File: src/tos_defs.vh
`ifndef TOS_DEFS_VH
`define TOS_DEFS_VH

// ----------------------------------------
// Program cycle and timing
// ----------------------------------------
`define TOS_CLK_KHZ 20000
`define TOS_CYCLE_US 5000
`define TOS_CYCLE_CLKS ((`TOS_CYCLE_US * `TOS_CLK_KHZ) / 1000)
`define TOS_TRIP_STEP_US 5000
`define TOS_TRIP_DELAY_MAX 20'h A_FC80

// ----------------------------------------
// Threshold defaults, units of 0.1 percent; trip delay default in program cycles
// ----------------------------------------
`define TOS_ALARM1_DEF 11'h 190
`define TOS_ALARM2_DEF 11'h 190
`define TOS_INHIBIT_DEF 11'h 320
`define TOS_TRIP_DEF 11'h 3E8
`define TOS_TRIP_DELAY_DEF 20'h 0_0000

// ----------------------------------------
// Current scale, units of 0.01 x nominal
// ----------------------------------------
`define TOS_CUR_ONE_PCT 16'h 0001
`define TOS_CUR_TWICE_NOM 16'h 00C8
`define TOS_UNITY 16'h 0064
`define TOS_SF_MAX 16'h 01F4
`define TOS_K_MAX 16'h 01F4

// ----------------------------------------
// Behaviour modes
// ----------------------------------------
`define TOS_MODE_ON 3'h 0
`define TOS_MODE_BLOCKED 3'h 1
`define TOS_MODE_TEST 3'h 2
`define TOS_MODE_TEST_BLK 3'h 3
`define TOS_MODE_OFF 3'h 4

// ----------------------------------------
// Operating condition codes
// ----------------------------------------
`define TOS_COND_NORMAL 3'h 0
`define TOS_COND_ALARM1 3'h 1
`define TOS_COND_ALARM2 3'h 2
`define TOS_COND_INHIBIT 3'h 3
`define TOS_COND_TRIP 3'h 4
`define TOS_COND_BLOCKED 3'h 5

// ----------------------------------------
// Thermal status codes
// ----------------------------------------
`define TOS_LOAD_LIGHT 2'h 0
`define TOS_LOAD_NORMAL 2'h 1
`define TOS_LOAD_OVER 2'h 2
`define TOS_LOAD_HIGH 2'h 3

// ----------------------------------------
// I/O output bit positions
// ----------------------------------------
`define TOS_IO_ALARM1 0
`define TOS_IO_ALARM2 1
`define TOS_IO_INHIBIT 2
`define TOS_IO_TRIP 3

`endif

File: src/tos_trip_delay.v
`timescale 1ns/1ps
`include "tos_defs.vh"

module tos_trip_delay #(
    parameter DLY_W = 20
) (
    // Clock and reset
    input wire sysClk,
    input wire resetn,
    // Control
    input wire tick,
    input wire run,
    input wire [DLY_W-1:0] delaySet,
    // Result
    output wire done
);

    reg [DLY_W-1:0] count;

    // ----------------------------------------
    // Program cycles counted since start
    // ----------------------------------------
    always @(posedge sysClk or negedge resetn) begin
        if (!resetn) begin
            count <= {DLY_W{1'b0}};
        end else if (tick) begin
            if (!run) begin
                count <= {DLY_W{1'b0}};
            end else if (count < delaySet) begin
                count <= count + {{(DLY_W-1){1'b0}}, 1'b1};
            end
        end
    end

    // Zero setting completes at once
    assign done = run && (count >= delaySet);

endmodule

File: src/tos_load_band.v
`timescale 1ns/1ps
`include "tos_defs.vh"

module tos_load_band #(
    parameter CUR_W = 16
) (
    // Measured and pick-up current
    input wire [CUR_W-1:0] measCurrent,
    input wire [CUR_W-1:0] pickCurrent,
    // Classification
    output reg [1:0] loadBand
);

    always @* begin
        loadBand = `TOS_LOAD_NORMAL;
        // light load
        if (measCurrent < `TOS_CUR_ONE_PCT) begin
            loadBand = `TOS_LOAD_LIGHT;
        // load bands
        end else if (measCurrent > `TOS_CUR_TWICE_NOM) begin
            loadBand = `TOS_LOAD_HIGH;
        end else if (measCurrent > pickCurrent) begin
            loadBand = `TOS_LOAD_OVER;
        end else begin
            loadBand = `TOS_LOAD_NORMAL;
        end
    end

endmodule

File: src/tos_stage.v
// Function
// Alarm 1 rises when capacity reaches its threshold, 0.1 % steps, default 40 %.
// Alarm 2 rises at its own threshold, default 40 %.
// Restart inhibit rises at its threshold, default 80 %.
// Trip condition rises at trip threshold, default 100 %.
// Each output has its own enable; disabled drives neither signal nor I/O.
// Trip postponed by extra delay in 5 ms steps; zero adds none.
// Block input sampled once at start of every program cycle.
// Pick-up without block gives start and runs operate timing.
// Pick-up with block gives blocked and nothing further.
// Block arriving during start clears start like a pick-up reset.
// Blocking party asserts block at least 5 ms before delay expiry.
// Report operating condition; normal condition drives no outputs.
// Report light or no load below one percent of nominal.
// Report load normal, overloading, or high overload above twice nominal.
// Invalid service factor replaced by 1.0 with a live fault flag.
// Inconsistent ambient settings give correction 1.0 with a live fault flag.
// Behaviour mode: on, blocked, test, test-blocked, off.
// New setting-group values apply immediately while running.
// Threshold outputs drop below threshold, evaluated once per program cycle.
`timescale 1ns/1ps
`include "tos_defs.vh"

module tos_stage #(
    parameter CAP_W = 11,
    parameter CUR_W = 16,
    parameter DLY_W = 20,
    parameter CYCLE_CLKS = `TOS_CYCLE_CLKS
) (
    // Clock and reset
    input wire sys_clk,
    input wire resetn,
    // Thermal image and currents
    input wire [CAP_W-1:0] thermCap,
    input wire [CUR_W-1:0] measCurrent,
    input wire [CUR_W-1:0] pickCurrent,
    // Blocking matrix input
    input wire blockIn,
    // Active setting group values
    input wire [2:0] behaviourMode,
    input wire alarm1En,
    input wire alarm2En,
    input wire inhibitEn,
    input wire tripEn,
    input wire [CAP_W-1:0] alarm1Level,
    input wire [CAP_W-1:0] alarm2Level,
    input wire [CAP_W-1:0] inhibitLevel,
    input wire [CAP_W-1:0] tripLevel,
    input wire [DLY_W-1:0] tripDelay,
    input wire [CUR_W-1:0] serviceFactor,
    input wire signed [CUR_W-1:0] ambTempMin,
    input wire signed [CUR_W-1:0] ambTempMax,
    input wire [CUR_W-1:0] ambKMin,
    input wire [CUR_W-1:0] ambKMax,
    // Stage signals
    output reg alarm1Sig,
    output reg alarm2Sig,
    output reg inhibitSig,
    output reg tripSig,
    output reg startSig,
    output reg blockedSig,
    output reg [3:0] ioOut,
    output reg cycleTick,
    output reg blockSample,
    // Status
    output reg [2:0] condition,
    output reg [1:0] loadBand,
    output reg factorFault,
    output reg ambFault,
    output reg [CUR_W-1:0] usedServiceFactor,
    output reg [CUR_W-1:0] usedAmbK
);

    // ----------------------------------------
    // Functions
    // ----------------------------------------
    function reached;
        input en;
        input [CAP_W-1:0] cap;
        input [CAP_W-1:0] lvl;
        begin
            reached = en && (cap >= lvl);
        end
    endfunction

    function kBad;
        input [CUR_W-1:0] k;
        begin
            kBad = (k == {CUR_W{1'b0}}) || (k > `TOS_K_MAX);
        end
    endfunction

    // ----------------------------------------
    // Program cycle timer
    // ----------------------------------------
    localparam [31:0] LAST_CLK = CYCLE_CLKS - 1;

    reg [31:0] cycleCount;
    wire tickNow;

    assign tickNow = (cycleCount == LAST_CLK);

    always @(posedge sys_clk or negedge resetn) begin
        if (!resetn) begin
            cycleCount <= 32'h 0000_0000;
        end else if (tickNow) begin
            cycleCount <= 32'h 0000_0000;
        end else begin
            cycleCount <= cycleCount + 32'h 0000_0001;
        end
    end

    // ----------------------------------------
    // Mode decoding
    // ----------------------------------------
    wire modeOff;
    wire modeBlk;
    wire modeTest;

    // behaviour mode
    assign modeOff = (behaviourMode == `TOS_MODE_OFF) || (behaviourMode > `TOS_MODE_OFF);
    assign modeBlk = (behaviourMode == `TOS_MODE_BLOCKED) ||
                     (behaviourMode == `TOS_MODE_TEST_BLK);
    assign modeTest = (behaviourMode == `TOS_MODE_TEST) ||
                      (behaviourMode == `TOS_MODE_TEST_BLK);

    // ----------------------------------------
    // Threshold comparisons
    // ----------------------------------------
    wire a1Hit;
    wire a2Hit;
    wire inhHit;
    wire pickUp;
    wire blockNow;

    // alarm 1 threshold
    assign a1Hit = reached(alarm1En, thermCap, alarm1Level) && !modeOff;
    // alarm 2 threshold
    assign a2Hit = reached(alarm2En, thermCap, alarm2Level) && !modeOff;
    // inhibit threshold
    assign inhHit = reached(inhibitEn, thermCap, inhibitLevel) && !modeOff;
    // trip pick-up
    assign pickUp = reached(tripEn, thermCap, tripLevel) && !modeOff;
    // block taken at cycle start
    assign blockNow = blockIn || modeBlk;

    // ----------------------------------------
    // Trip delay
    // ----------------------------------------
    wire delayDone;

    // extra trip delay
    tos_trip_delay #(
        .DLY_W(DLY_W)
    ) u_delay (
        .sysClk(sys_clk),
        .resetn(resetn),
        .tick(tickNow),
        .run(startSig),
        .delaySet(tripDelay),
        .done(delayDone)
    );

    // ----------------------------------------
    // Start, blocked and outputs per cycle
    // ----------------------------------------
    reg next_start;
    reg next_blocked;
    reg next_trip;

    always @* begin
        next_start = 1'b0;
        next_blocked = 1'b0;
        next_trip = 1'b0;
        if (pickUp) begin
            if (blockNow) begin
                // blocked indication
                next_blocked = 1'b1;
                // start released by block
                next_start = 1'b0;
            end else begin
                // start and operate timing
                next_start = 1'b1;
                next_trip = startSig && delayDone;
            end
        end
    end

    // evaluated each program cycle
    // settings used as they stand
    always @(posedge sys_clk or negedge resetn) begin
        if (!resetn) begin
            alarm1Sig <= 1'b0;
            alarm2Sig <= 1'b0;
            inhibitSig <= 1'b0;
            tripSig <= 1'b0;
            startSig <= 1'b0;
            blockedSig <= 1'b0;
            blockSample <= 1'b0;
        end else if (tickNow) begin
            alarm1Sig <= a1Hit;
            alarm2Sig <= a2Hit;
            inhibitSig <= inhHit;
            tripSig <= next_trip;
            startSig <= next_start;
            blockedSig <= next_blocked;
            blockSample <= blockIn;
        end
    end

    always @(posedge sys_clk or negedge resetn) begin
        if (!resetn) begin
            cycleTick <= 1'b0;
        end else begin
            cycleTick <= tickNow;
        end
    end

    // ----------------------------------------
    // Operating condition and I/O
    // ----------------------------------------
    reg [2:0] next_condition;

    always @* begin
        next_condition = `TOS_COND_NORMAL;
        if (blockedSig) begin
            next_condition = `TOS_COND_BLOCKED;
        end else if (tripSig) begin
            next_condition = `TOS_COND_TRIP;
        end else if (inhibitSig) begin
            next_condition = `TOS_COND_INHIBIT;
        end else if (alarm2Sig) begin
            next_condition = `TOS_COND_ALARM2;
        end else if (alarm1Sig) begin
            next_condition = `TOS_COND_ALARM1;
        end
    end

    always @(posedge sys_clk or negedge resetn) begin
        if (!resetn) begin
            condition <= `TOS_COND_NORMAL;
            ioOut <= 4'h 0;
        end else begin
            // condition report
            condition <= next_condition;
            // disabled outputs stay off
            // normal drives no I/O
            if (modeTest || modeOff) begin
                ioOut <= 4'h 0;
            end else begin
                ioOut[`TOS_IO_ALARM1] <= alarm1Sig && alarm1En;
                ioOut[`TOS_IO_ALARM2] <= alarm2Sig && alarm2En;
                ioOut[`TOS_IO_INHIBIT] <= inhibitSig && inhibitEn;
                ioOut[`TOS_IO_TRIP] <= tripSig && tripEn;
            end
        end
    end

    // ----------------------------------------
    // Thermal status
    // ----------------------------------------
    wire [1:0] bandNow;

    tos_load_band #(
        .CUR_W(CUR_W)
    ) u_band (
        .measCurrent(measCurrent),
        .pickCurrent(pickCurrent),
        .loadBand(bandNow)
    );

    always @(posedge sys_clk or negedge resetn) begin
        if (!resetn) begin
            loadBand <= `TOS_LOAD_LIGHT;
        end else begin
            // light load report
            // load band report
            loadBand <= bandNow;
        end
    end

    // ----------------------------------------
    // Setting faults
    // ----------------------------------------
    wire factorBad;
    wire ambBad;

    assign factorBad = kBad(serviceFactor);
    assign ambBad = (ambTempMin >= ambTempMax) || kBad(ambKMin) || kBad(ambKMax);

    always @(posedge sys_clk or negedge resetn) begin
        if (!resetn) begin
            factorFault <= 1'b0;
            ambFault <= 1'b0;
            usedServiceFactor <= `TOS_UNITY;
            usedAmbK <= `TOS_UNITY;
        end else begin
            // service factor override
            factorFault <= factorBad;
            usedServiceFactor <= factorBad ? `TOS_UNITY : serviceFactor;
            // ambient override
            ambFault <= ambBad;
            usedAmbK <= ambBad ? `TOS_UNITY : ambKMax;
        end
    end

endmodule

File: config.mk
export PLATFORM = sky130hd
export DESIGN_NAME = tos_stage
export DESIGN_NICKNAME = d
export VERILOG_FILES = /design/src/tos_trip_delay.v /design/src/tos_load_band.v /design/src/tos_stage.v
export VERILOG_INCLUDE_DIRS = /design/src /design/src/src
export SDC_FILE = /design/constraint.sdc
export NUM_CORES = 1
export LEC_CHECK = 0
export CORE_MARGIN = 2
export CORE_UTILIZATION = 40
export DETAILED_ROUTE_END_ITERATION = 10
export DONT_BUFFER_PORTS = 1
export PLACE_DENSITY = 0.51
export SLEW_MARGIN = 20
export SYNTH_ARGS = -nofsm -noshare
export SYNTH_HDL_FRONTEND = slang
export SYNTH_SLANG_ARGS = --single-unit
File: constraint.sdc
create_clock -name sys_clk -period 3.16 [get_ports sys_clk]
set_input_delay 0.316 -clock sys_clk [delete_from_list [all_inputs] [get_ports sys_clk]]
set_output_delay 0.316 -clock sys_clk [all_outputs]
set_load 0.02 [all_outputs]
==> results of run 1 <==
-- power groups by stage --
| stage | Combinational (W) | Clock, W | Sequential (W) |
|---|---|---|---|
| 2_1_floorplan | 0.000198 | 0 | 0.00137 |
| 3_3_place_gp | 0.000241 | 0 | 0.00138 |
| 3_5_place_dp | 0.000255 | 0 | 0.00138 |
| 4_1_cts | 0.000291 | 0.00107 | 0.00135 |
| 5_1_grt | 0.000339 | 0.00112 | 0.00135 |
| 6_report | 0.000285 | 0.00104 | 0.00135 |
-- area by class of cell --
| cell class | count | area (sq um) |
|---|---|---|
| timing repair buffer | 9 | 90.1 |
| clock inverter | 6 | 36.3 |
| tap | 220 | 275 |
| clock buffer | 10 | 229 |
| inverter | 105 | 394 |
| multi-input combinational | 537 | 3820 |
| sequential | 103 | 2580 |
| fill | 1645 | 9150 |
-- placed cells by master, fill, tap and decap left out, types with 9 or more instances in the layout --
cell and n:
a21o_1 17, a21oi_1 34, a31oi_1 10, and2_1 16, and3_1 22, clkbuf_16 9, conb_1 14, dfrtp_1 97
ha_1 98, inv_1 104, nand2_1 58, nand2b_1 13, nand3_1 33, nand4_1 19, nor2_1 31, nor3_1 10
nor4_1 14, o21ai_0 36, o31ai_1 13, xnor2_1 14, xor2_1 16
-- critical path, cell delays in order (launching register included) --
cell     delay, ns
dfrtp_1       0.48
ha_1          0.33
a21oi_1       0.12
o21ai_0       0.15
a22oi_1       0.21
and4_1        0.41
nand2_1       0.19
or4_1         0.50
nand3_1       0.10
-- cells in the mapped netlist, drive strengths merged (2+ instances only) --
master and number:
nor2 31, clkbuf 11, nand2 58, o31ai 13
a22o 2, a41oi 3, nand3b 3, and2 16
a221oi 3, dfrtp 97, inv 104, o2111ai 3
or4 8, dfstp 6, a2111oi 6, nor4 14
a21o 17, nor2b 8, or3 2, a31oi 10
xor2 16, xnor2 14, nor3 10, nand2b 13
or2 2, nand3 33, and4 8, ha 98
a21oi 34, o21ai 36, nand4 19, and3 22
o211ai 6, o21bai 2, o21a 2
-- stage by stage --
stage / instances / total power [W] / setup WS [ns]
CTS: 990 / 0.00271 / 0.624
finish: 990 / 0.00267 / 0.596
detailed placement: 972 / 0.00163 / 0.476
global route: 990 / 0.00281 / 0.361
floorplan: 757 / 0.00157 / 0.721
global placement: 972 / 0.00162 / 0.522
-- logic make-up (layout without fill, tap and decap cells) --
| kind of cell | count (synthesis) | after routing | synth area share |
|---|---|---|---|
| AND/OR/NAND/NOR | 252 | 252 | 0.198 |
| AO/OA/AOI/OAI | 143 | 143 | 0.137 |
| buffers and inverters | 117 | 130 | 0.0646 |
| flip-flops | 103 | 103 | 0.380 |
| adder cells (fa/ha/maj) | 98 | 98 | 0.180 |
| XOR/XNOR | 30 | 30 | 0.0387 |
| other | 1 | 14 | 0.000552 |
-- sequential cells by signal (all words and copies together) (netlist names) --
signal and cells:
ioOut 4, ambFault 1, alarm1Sig 1, u_delay.count 20, factorFault 1, startSig 1
tripSig 1, alarm2Sig 1, loadBand 2, blockedSig 1, cycleCount 32, condition 3
usedServiceFactor 16, blockSample 1, inhibitSig 1, cycleTick 1, usedAmbK 16
-- worst paths after layout --
| path | startpoint | end | slack (ns) |
|---|---|---|---|
| setup / recovery | u_delay.count[9]$_DFFE_PN0P_ | u_delay.count[16]$_DFFE_PN0P_ | 0.60 |
| hold / removal | ambKMax[5] | usedAmbK[5]$_DFF_PN1_ | 0.07 |
| setup reg to reg | u_delay.count[9]$_DFFE_PN0P_ | u_delay.count[16]$_DFFE_PN0P_ | 0.60 |
| hold reg to reg | cycleCount[0]$_DFF_PN0_ | cycleCount[0]$_DFF_PN0_ | 0.47 |
| max in group asynchronous | resetn | usedAmbK[2]$_DFF_PN1_ | 2.13 |
| min in group asynchronous | resetn | u_delay.count[0]$_DFFE_PN0P_ | 0.60 |
-- per-layer routing --
layer / GRT usage / vias to the layer above / wire, um
met5: 0 / - / 0
met4: 0.0404 / 0 / 120
met3: 0.0454 / 8 / 1000
met2: 0.335 / 182 / 8490
met1: 0.217 / 2559 / 6680
li1: - / 2651 / -
-- timing repair --
| item | 4_1_cts | 5_1_grt |
|---|---|---|
| hold endpoints to repair | 103 | 0 |
| resized for setup | 0 | 0 |
| hold buffers | 2 | 0 |
==> reports/metrics.cfg, run 1 <==
[outcome]
outcome = completed

[pwr]
power_frac_clock = 0.388
power.internal_w = 0.00199
p_sw_frac = 0.256
pwr-share-comb = 0.106
leakagePower_nw = 3.77
power_switching_w = 0.000685
power_density_mw_per_mm2 = 360
p_seq_frac = 0.505
ir_worst_vdd_mv = 0.296

[final_layout]
syn_to_final_growth_pct = 9.34
final_cell_area_sq_mm = 0.00743
drive_gt1_frac = 0.0403
num_antenna_cells = 0
layout.nets = 1060
utilization = 0.448

[floorplan]
num_rows = 47
io_pins = 248
coreArea_sq_mm = 0.0166
die_area_sq_mm = 0.0180
initial_core_util = 0.410
die_y_um = 134
die_x_um = 134

[yosys]
async_reset_ff_frac = 1.00
synth_area_sq_mm = 0.00680
ys_seq_area_frac = 0.380
synth_area_per_cell_sq_um = 9.13
synth_area_leader_cell = dfrtp_1
synthTopCellsByArea = dfrtp_1 36%, ha_1 18%, inv_1 5.7%
synth_cell_types = 51
synth_seq_cells = 103
yosysWarningCount = 0
synth_edf_count = 0
synth_top_area_share = 0.357
synth_cells = 744
synthFlopType = dfrtp_1

[setup_path]
start_kind = flip-flop
critical_path_arrival_ns = 2.85
critPathMaxFanout = 9
rr_worst_depth = 8
cp.required_ns = 3.45
worst_setup_path_end_kind = flip-flop
crit_type = reg2reg

[cts]
clock-sinks = 103
cts_tree = yes
cts_root_buffer = clkbuf_16
htree_num_levels = 3
cts_setup_buffers = 0
clk_pin_slew_worst_paths_ns = 0.07
clk_latency_ns = 0.35
clockBufferDepth = 2
cts_buffers = 9

[routing]
viasPerCell = 5.45
dr_total_vias = 5400
drt-wirelength-per-cell_um = 16.5
drt-initial-drc-count = 288
drc_errors = 0
ant_nets = 0
firstDrtPassIters = 4
routed_wl_um = 16300

[global_routing]
overflow = 0
grt_pass1_vias = 5572
grt_start_max_net_pins = 104
grt_pass1_wl_um = 26700
grt_antenna_before_repair = 0
grt_usage = 0.184

[placement]
gp_congestion = 0.823
place_hpwl_um = 12800
io_buffers = 0
place_area_sq_mm = 0.00713

[worst_hold_path]
hold_class = in2reg
hold_depth = 1

[sta]
holdWs_ns = 0.0736
finalSetupViolCount = 0
skew_ns = 0.0114
fin_crit_sh = 0.811
worst_pin_slew_ns = 0.632
max_freq_ghz = 0.390
max_slew_margin = 0.568
hold_viol = 0
period_minus_slack_ns = 2.56
rsz0062_at_grt = false
finalSetupTns_ns = 0
drv_slew = 0

[flow_run]
cap_violations = 0

Power figures use the tool's default switching activity.
==> inputs of run 2 (changes only) <==
Settings changed: ABC_AREA set to 1.
Clock period 3.16 ns to 2.6 ns, I/O delays scaled along.
==> reports/metrics.cfg, run 2 <==
[yosys]
synthTopCellsByArea = dfrtp_1 31%, ha_1 16%, nand2_1 12%  ; was dfrtp_1 36%, ha_1 18%, inv_1 5.7%
synth_area_leader_cell = dfrtp_1  ; unchanged
ys_seq_area_frac = 0.335  ; was 0.380
synth_area_per_cell_sq_um = 7.28  ; was 9.13 sq um
synth_cell_types = 38  ; was 51
synth_top_area_share = 0.315  ; was 0.357
async_reset_ff_frac = 1.00  ; unchanged
ys_top_cells_by_count = 250 x nand2_1, 193 x inv_1, 133 x nor2_1  ; was 104 x inv_1, 98 x ha_1, 97 x dfrtp_1
yosysWarningCount = 0  ; unchanged
yosysMostFrequentCell = nand2_1  ; was inv_1
synth_edf_count = 0  ; unchanged
synth_area_sq_mm = 0.00771  ; was 0.00680 sq mm
synth_cells = 1059  ; was 744
synth_seq_cells = 103  ; unchanged
synthFlopType = dfrtp_1  ; unchanged

[routing]
drc_errors = 0  ; unchanged
viasPerCell = 4.77  ; was 5.45
dr_total_vias = 6412  ; was 5,400
firstDrtPassIters = 7  ; was 4
drt-initial-drc-count = 267  ; was 288
drt-wirelength-per-cell_um = 13.6  ; was 16.5 um
routed_wl_um = 18200  ; was 16,300 um
ant_nets = 0  ; unchanged

[cts]
htree_num_levels = 3  ; unchanged
clockBufferDepth = 2  ; unchanged
cts_root_buffer = clkbuf_16  ; unchanged
cts_setup_buffers = 0  ; unchanged
clk_pin_slew_worst_paths_ns = 0.08  ; was 0.07 ns
cts_tree = yes  ; unchanged
clk_latency_ns = 0.35  ; about the same
clock-sinks = 103  ; unchanged
ctsResizeCount = 0  ; unchanged
cts_buffers = 9  ; unchanged
postCtsHoldBufs = 2  ; unchanged

[sta]
hold_viol = 103  ; was 0
worst_pin_slew_ns = 0.678  ; was 0.632 ns
skew_ns = 0.00980  ; was 0.0114 ns
max_slew_margin = 0.547  ; was 0.568
finalSetupTns_ns = 0  ; unchanged
finalSetupViolCount = 0  ; unchanged
rsz0062_at_grt = false  ; unchanged
max_freq_ghz = 0.481  ; was 0.390 GHz
holdWs_ns = -0.408  ; was 0.0736 ns
fin_crit_sh = 0.800  ; was 0.811
period_minus_slack_ns = 2.08  ; was 2.56 ns
drv_slew = 0  ; unchanged

[pwr]
power_density_mw_per_mm2 = 409  ; was 360 mW/mm^2
ir_worst_vdd_mv = 0.236  ; was 0.296 mV
leakagePower_nw = 4.53  ; was 3.77 nW

[floorplan]
coreArea_sq_mm = 0.0188  ; was 0.0166 sq mm
initial_core_util = 0.409  ; was 0.410
die_y_um = 143  ; was 134 um
die_x_um = 143  ; was 134 um
num_rows = 50  ; was 47
die_area_sq_mm = 0.0204  ; was 0.0180 sq mm
io_pins = 248  ; unchanged

[setup_path]
r2r_slack_ns = 0.52  ; was 0.60 ns
critical_path_arrival_ns = 2.32  ; was 2.85 ns
cp.required_ns = 2.84  ; was 3.45 ns
rr_startpoint = u_delay.count[19]$_DFFE_PN0P_  ; was u_delay.count[9]$_DFFE_PN0P_
critPathLaunch = u_delay.count[19]$_DFFE_PN0P_  ; was u_delay.count[9]$_DFFE_PN0P_
critPathMaxFanout = 13  ; was 9
crit_type = reg2reg  ; unchanged
start_kind = flip-flop  ; unchanged
worst_setup_path_end_kind = flip-flop  ; unchanged

[placement]
place_inst = 1326  ; was 972
io_buffers = 0  ; unchanged
place_hpwl_um = 14900  ; was 12,800 um
gp_congestion = 0.843  ; was 0.823
place_area_sq_mm = 0.00803  ; was 0.00713 sq mm

[final_layout]
stdcell_count = 1344  ; was 990
top_regs = cycleCount: 32 flops, u_delay.count: 20 flops  ; unchanged
drive_gt1_frac = 0.0480  ; was 0.0403
multiInputGateArea_sq_mm = 0.00436  ; was 0.00382 sq mm
seq_area_sq_mm = 0.00258  ; unchanged
syn_to_final_growth_pct = 8.39  ; was 9.34%
top_register = cycleCount  ; unchanged
layout.nets = 1374  ; was 1,060
fill_cells = 1963  ; was 1,645
final_cell_area_sq_mm = 0.00836  ; was 0.00743 sq mm
mostFrequentLayoutCell = nand2_1  ; was inv_1
num_antenna_cells = 0  ; unchanged
layout_common_cells = 250 x nand2_1, 193 x inv_1, 133 x nor2_1  ; was 104 x inv_1, 98 x ha_1, 97 x dfrtp_1
largest_register_ffs = 32  ; unchanged

[global_routing]
grt_pass1_vias = 6091  ; was 5,572
grt_pass1_wl_um = 29900  ; was 26,700 um
grt_antenna_before_repair = 0  ; unchanged
overflow = 0  ; unchanged
grt_usage = 0.181  ; was 0.184
grt_start_max_net_pins = 104  ; unchanged

[outcome]
outcome = complete, but fails checks  ; was completed
violations = negative hold slack

[flow_run]
cap_violations = 0  ; unchanged

[worst_hold_path]
hold_class = in2async  ; was in2reg

run 2: metrics by stage:
| stage | setup slack (ns) | power, W | utilization |
|---|---|---|---|
| floorplan | 0.777 | 0.00195 | - |
| global placement | 0.532 | 0.00202 | 0.426 |
| detailed placement | 0.516 | 0.00202 | 0.426 |
| CTS | 0.492 | 0.00347 | 0.444 |
| global route | 0.275 | 0.00362 | 0.444 |
| finish | 0.520 | 0.00342 | 0.444 |
run 2: where the power goes:
| part | internal [W] | switching, W |
|---|---|---|
| clock | 0.000767 | 0.000663 |
| combinational | 0.000150 | 0.000197 |
| sequential | 0.00162 | 0.0000252 |
run 2: layout make-up:
cell class | count | area share
clock inverter | 7 | 0.0100
inverter | 199 | 0.0894
tap | 260 | 0.0389
multi-input combinational | 762 | 0.521
clock buffer | 9 | 0.0270
sequential | 103 | 0.309
timing repair buffer | 4 | 0.00419
run 2: path summary, 6_finish.rpt:
check	endpoint	cells after the start
max reg2reg	u_delay.count[3]$_DFFE_PN0P_	11
max	u_delay.count[3]$_DFFE_PN0P_	11
min	usedServiceFactor[9]$_DFF_PN0_	0
min in group sys_clk	ioOut[2]$_DFF_PN0_	2
min reg2reg	cycleCount[0]$_DFF_PN0_	1
max in group asynchronous	usedAmbK[2]$_DFF_PN1_	0
run 2: logic make-up (layout without fill, tap and decap cells):
kind of cell             count (synthesis)  in the layout  synth area share
XOR/XNOR                                37             37            0.0420
buffers and inverters                  207            219             0.106
adder cells (fa/ha/maj)                 98             98             0.159
other                                    1             14          0.000486
flip-flops                             103            103             0.335
AO/OA/AOI/OAI                           80             80            0.0557
AND/OR/NAND/NOR                        533            533             0.301
run 2: routing by layer:
| metal | vias to the layer above | routed length [um] | track usage |
|---|---|---|---|
| met5 | - | 0 | 0 |
| met4 | 0 | 91 | 0.0250 |
| met3 | 9 | 792 | 0.0322 |
| met2 | 157 | 9040 | 0.324 |
| met1 | 2873 | 8330 | 0.235 |
| li1 | 3373 | - | - |
run 2: worst max-delay path: stages (launching register included):
cell and delay (ns):
dfrtp_1 0.44, ha_1 0.31, nand2_1 0.08, nor2_1 0.16, nand2_1 0.11, nor2_1 0.15
nand2_1 0.10, nand3_2 0.10, nand2_2 0.14, buf_4 0.24, nand3_1 0.08, nand2_1 0.05
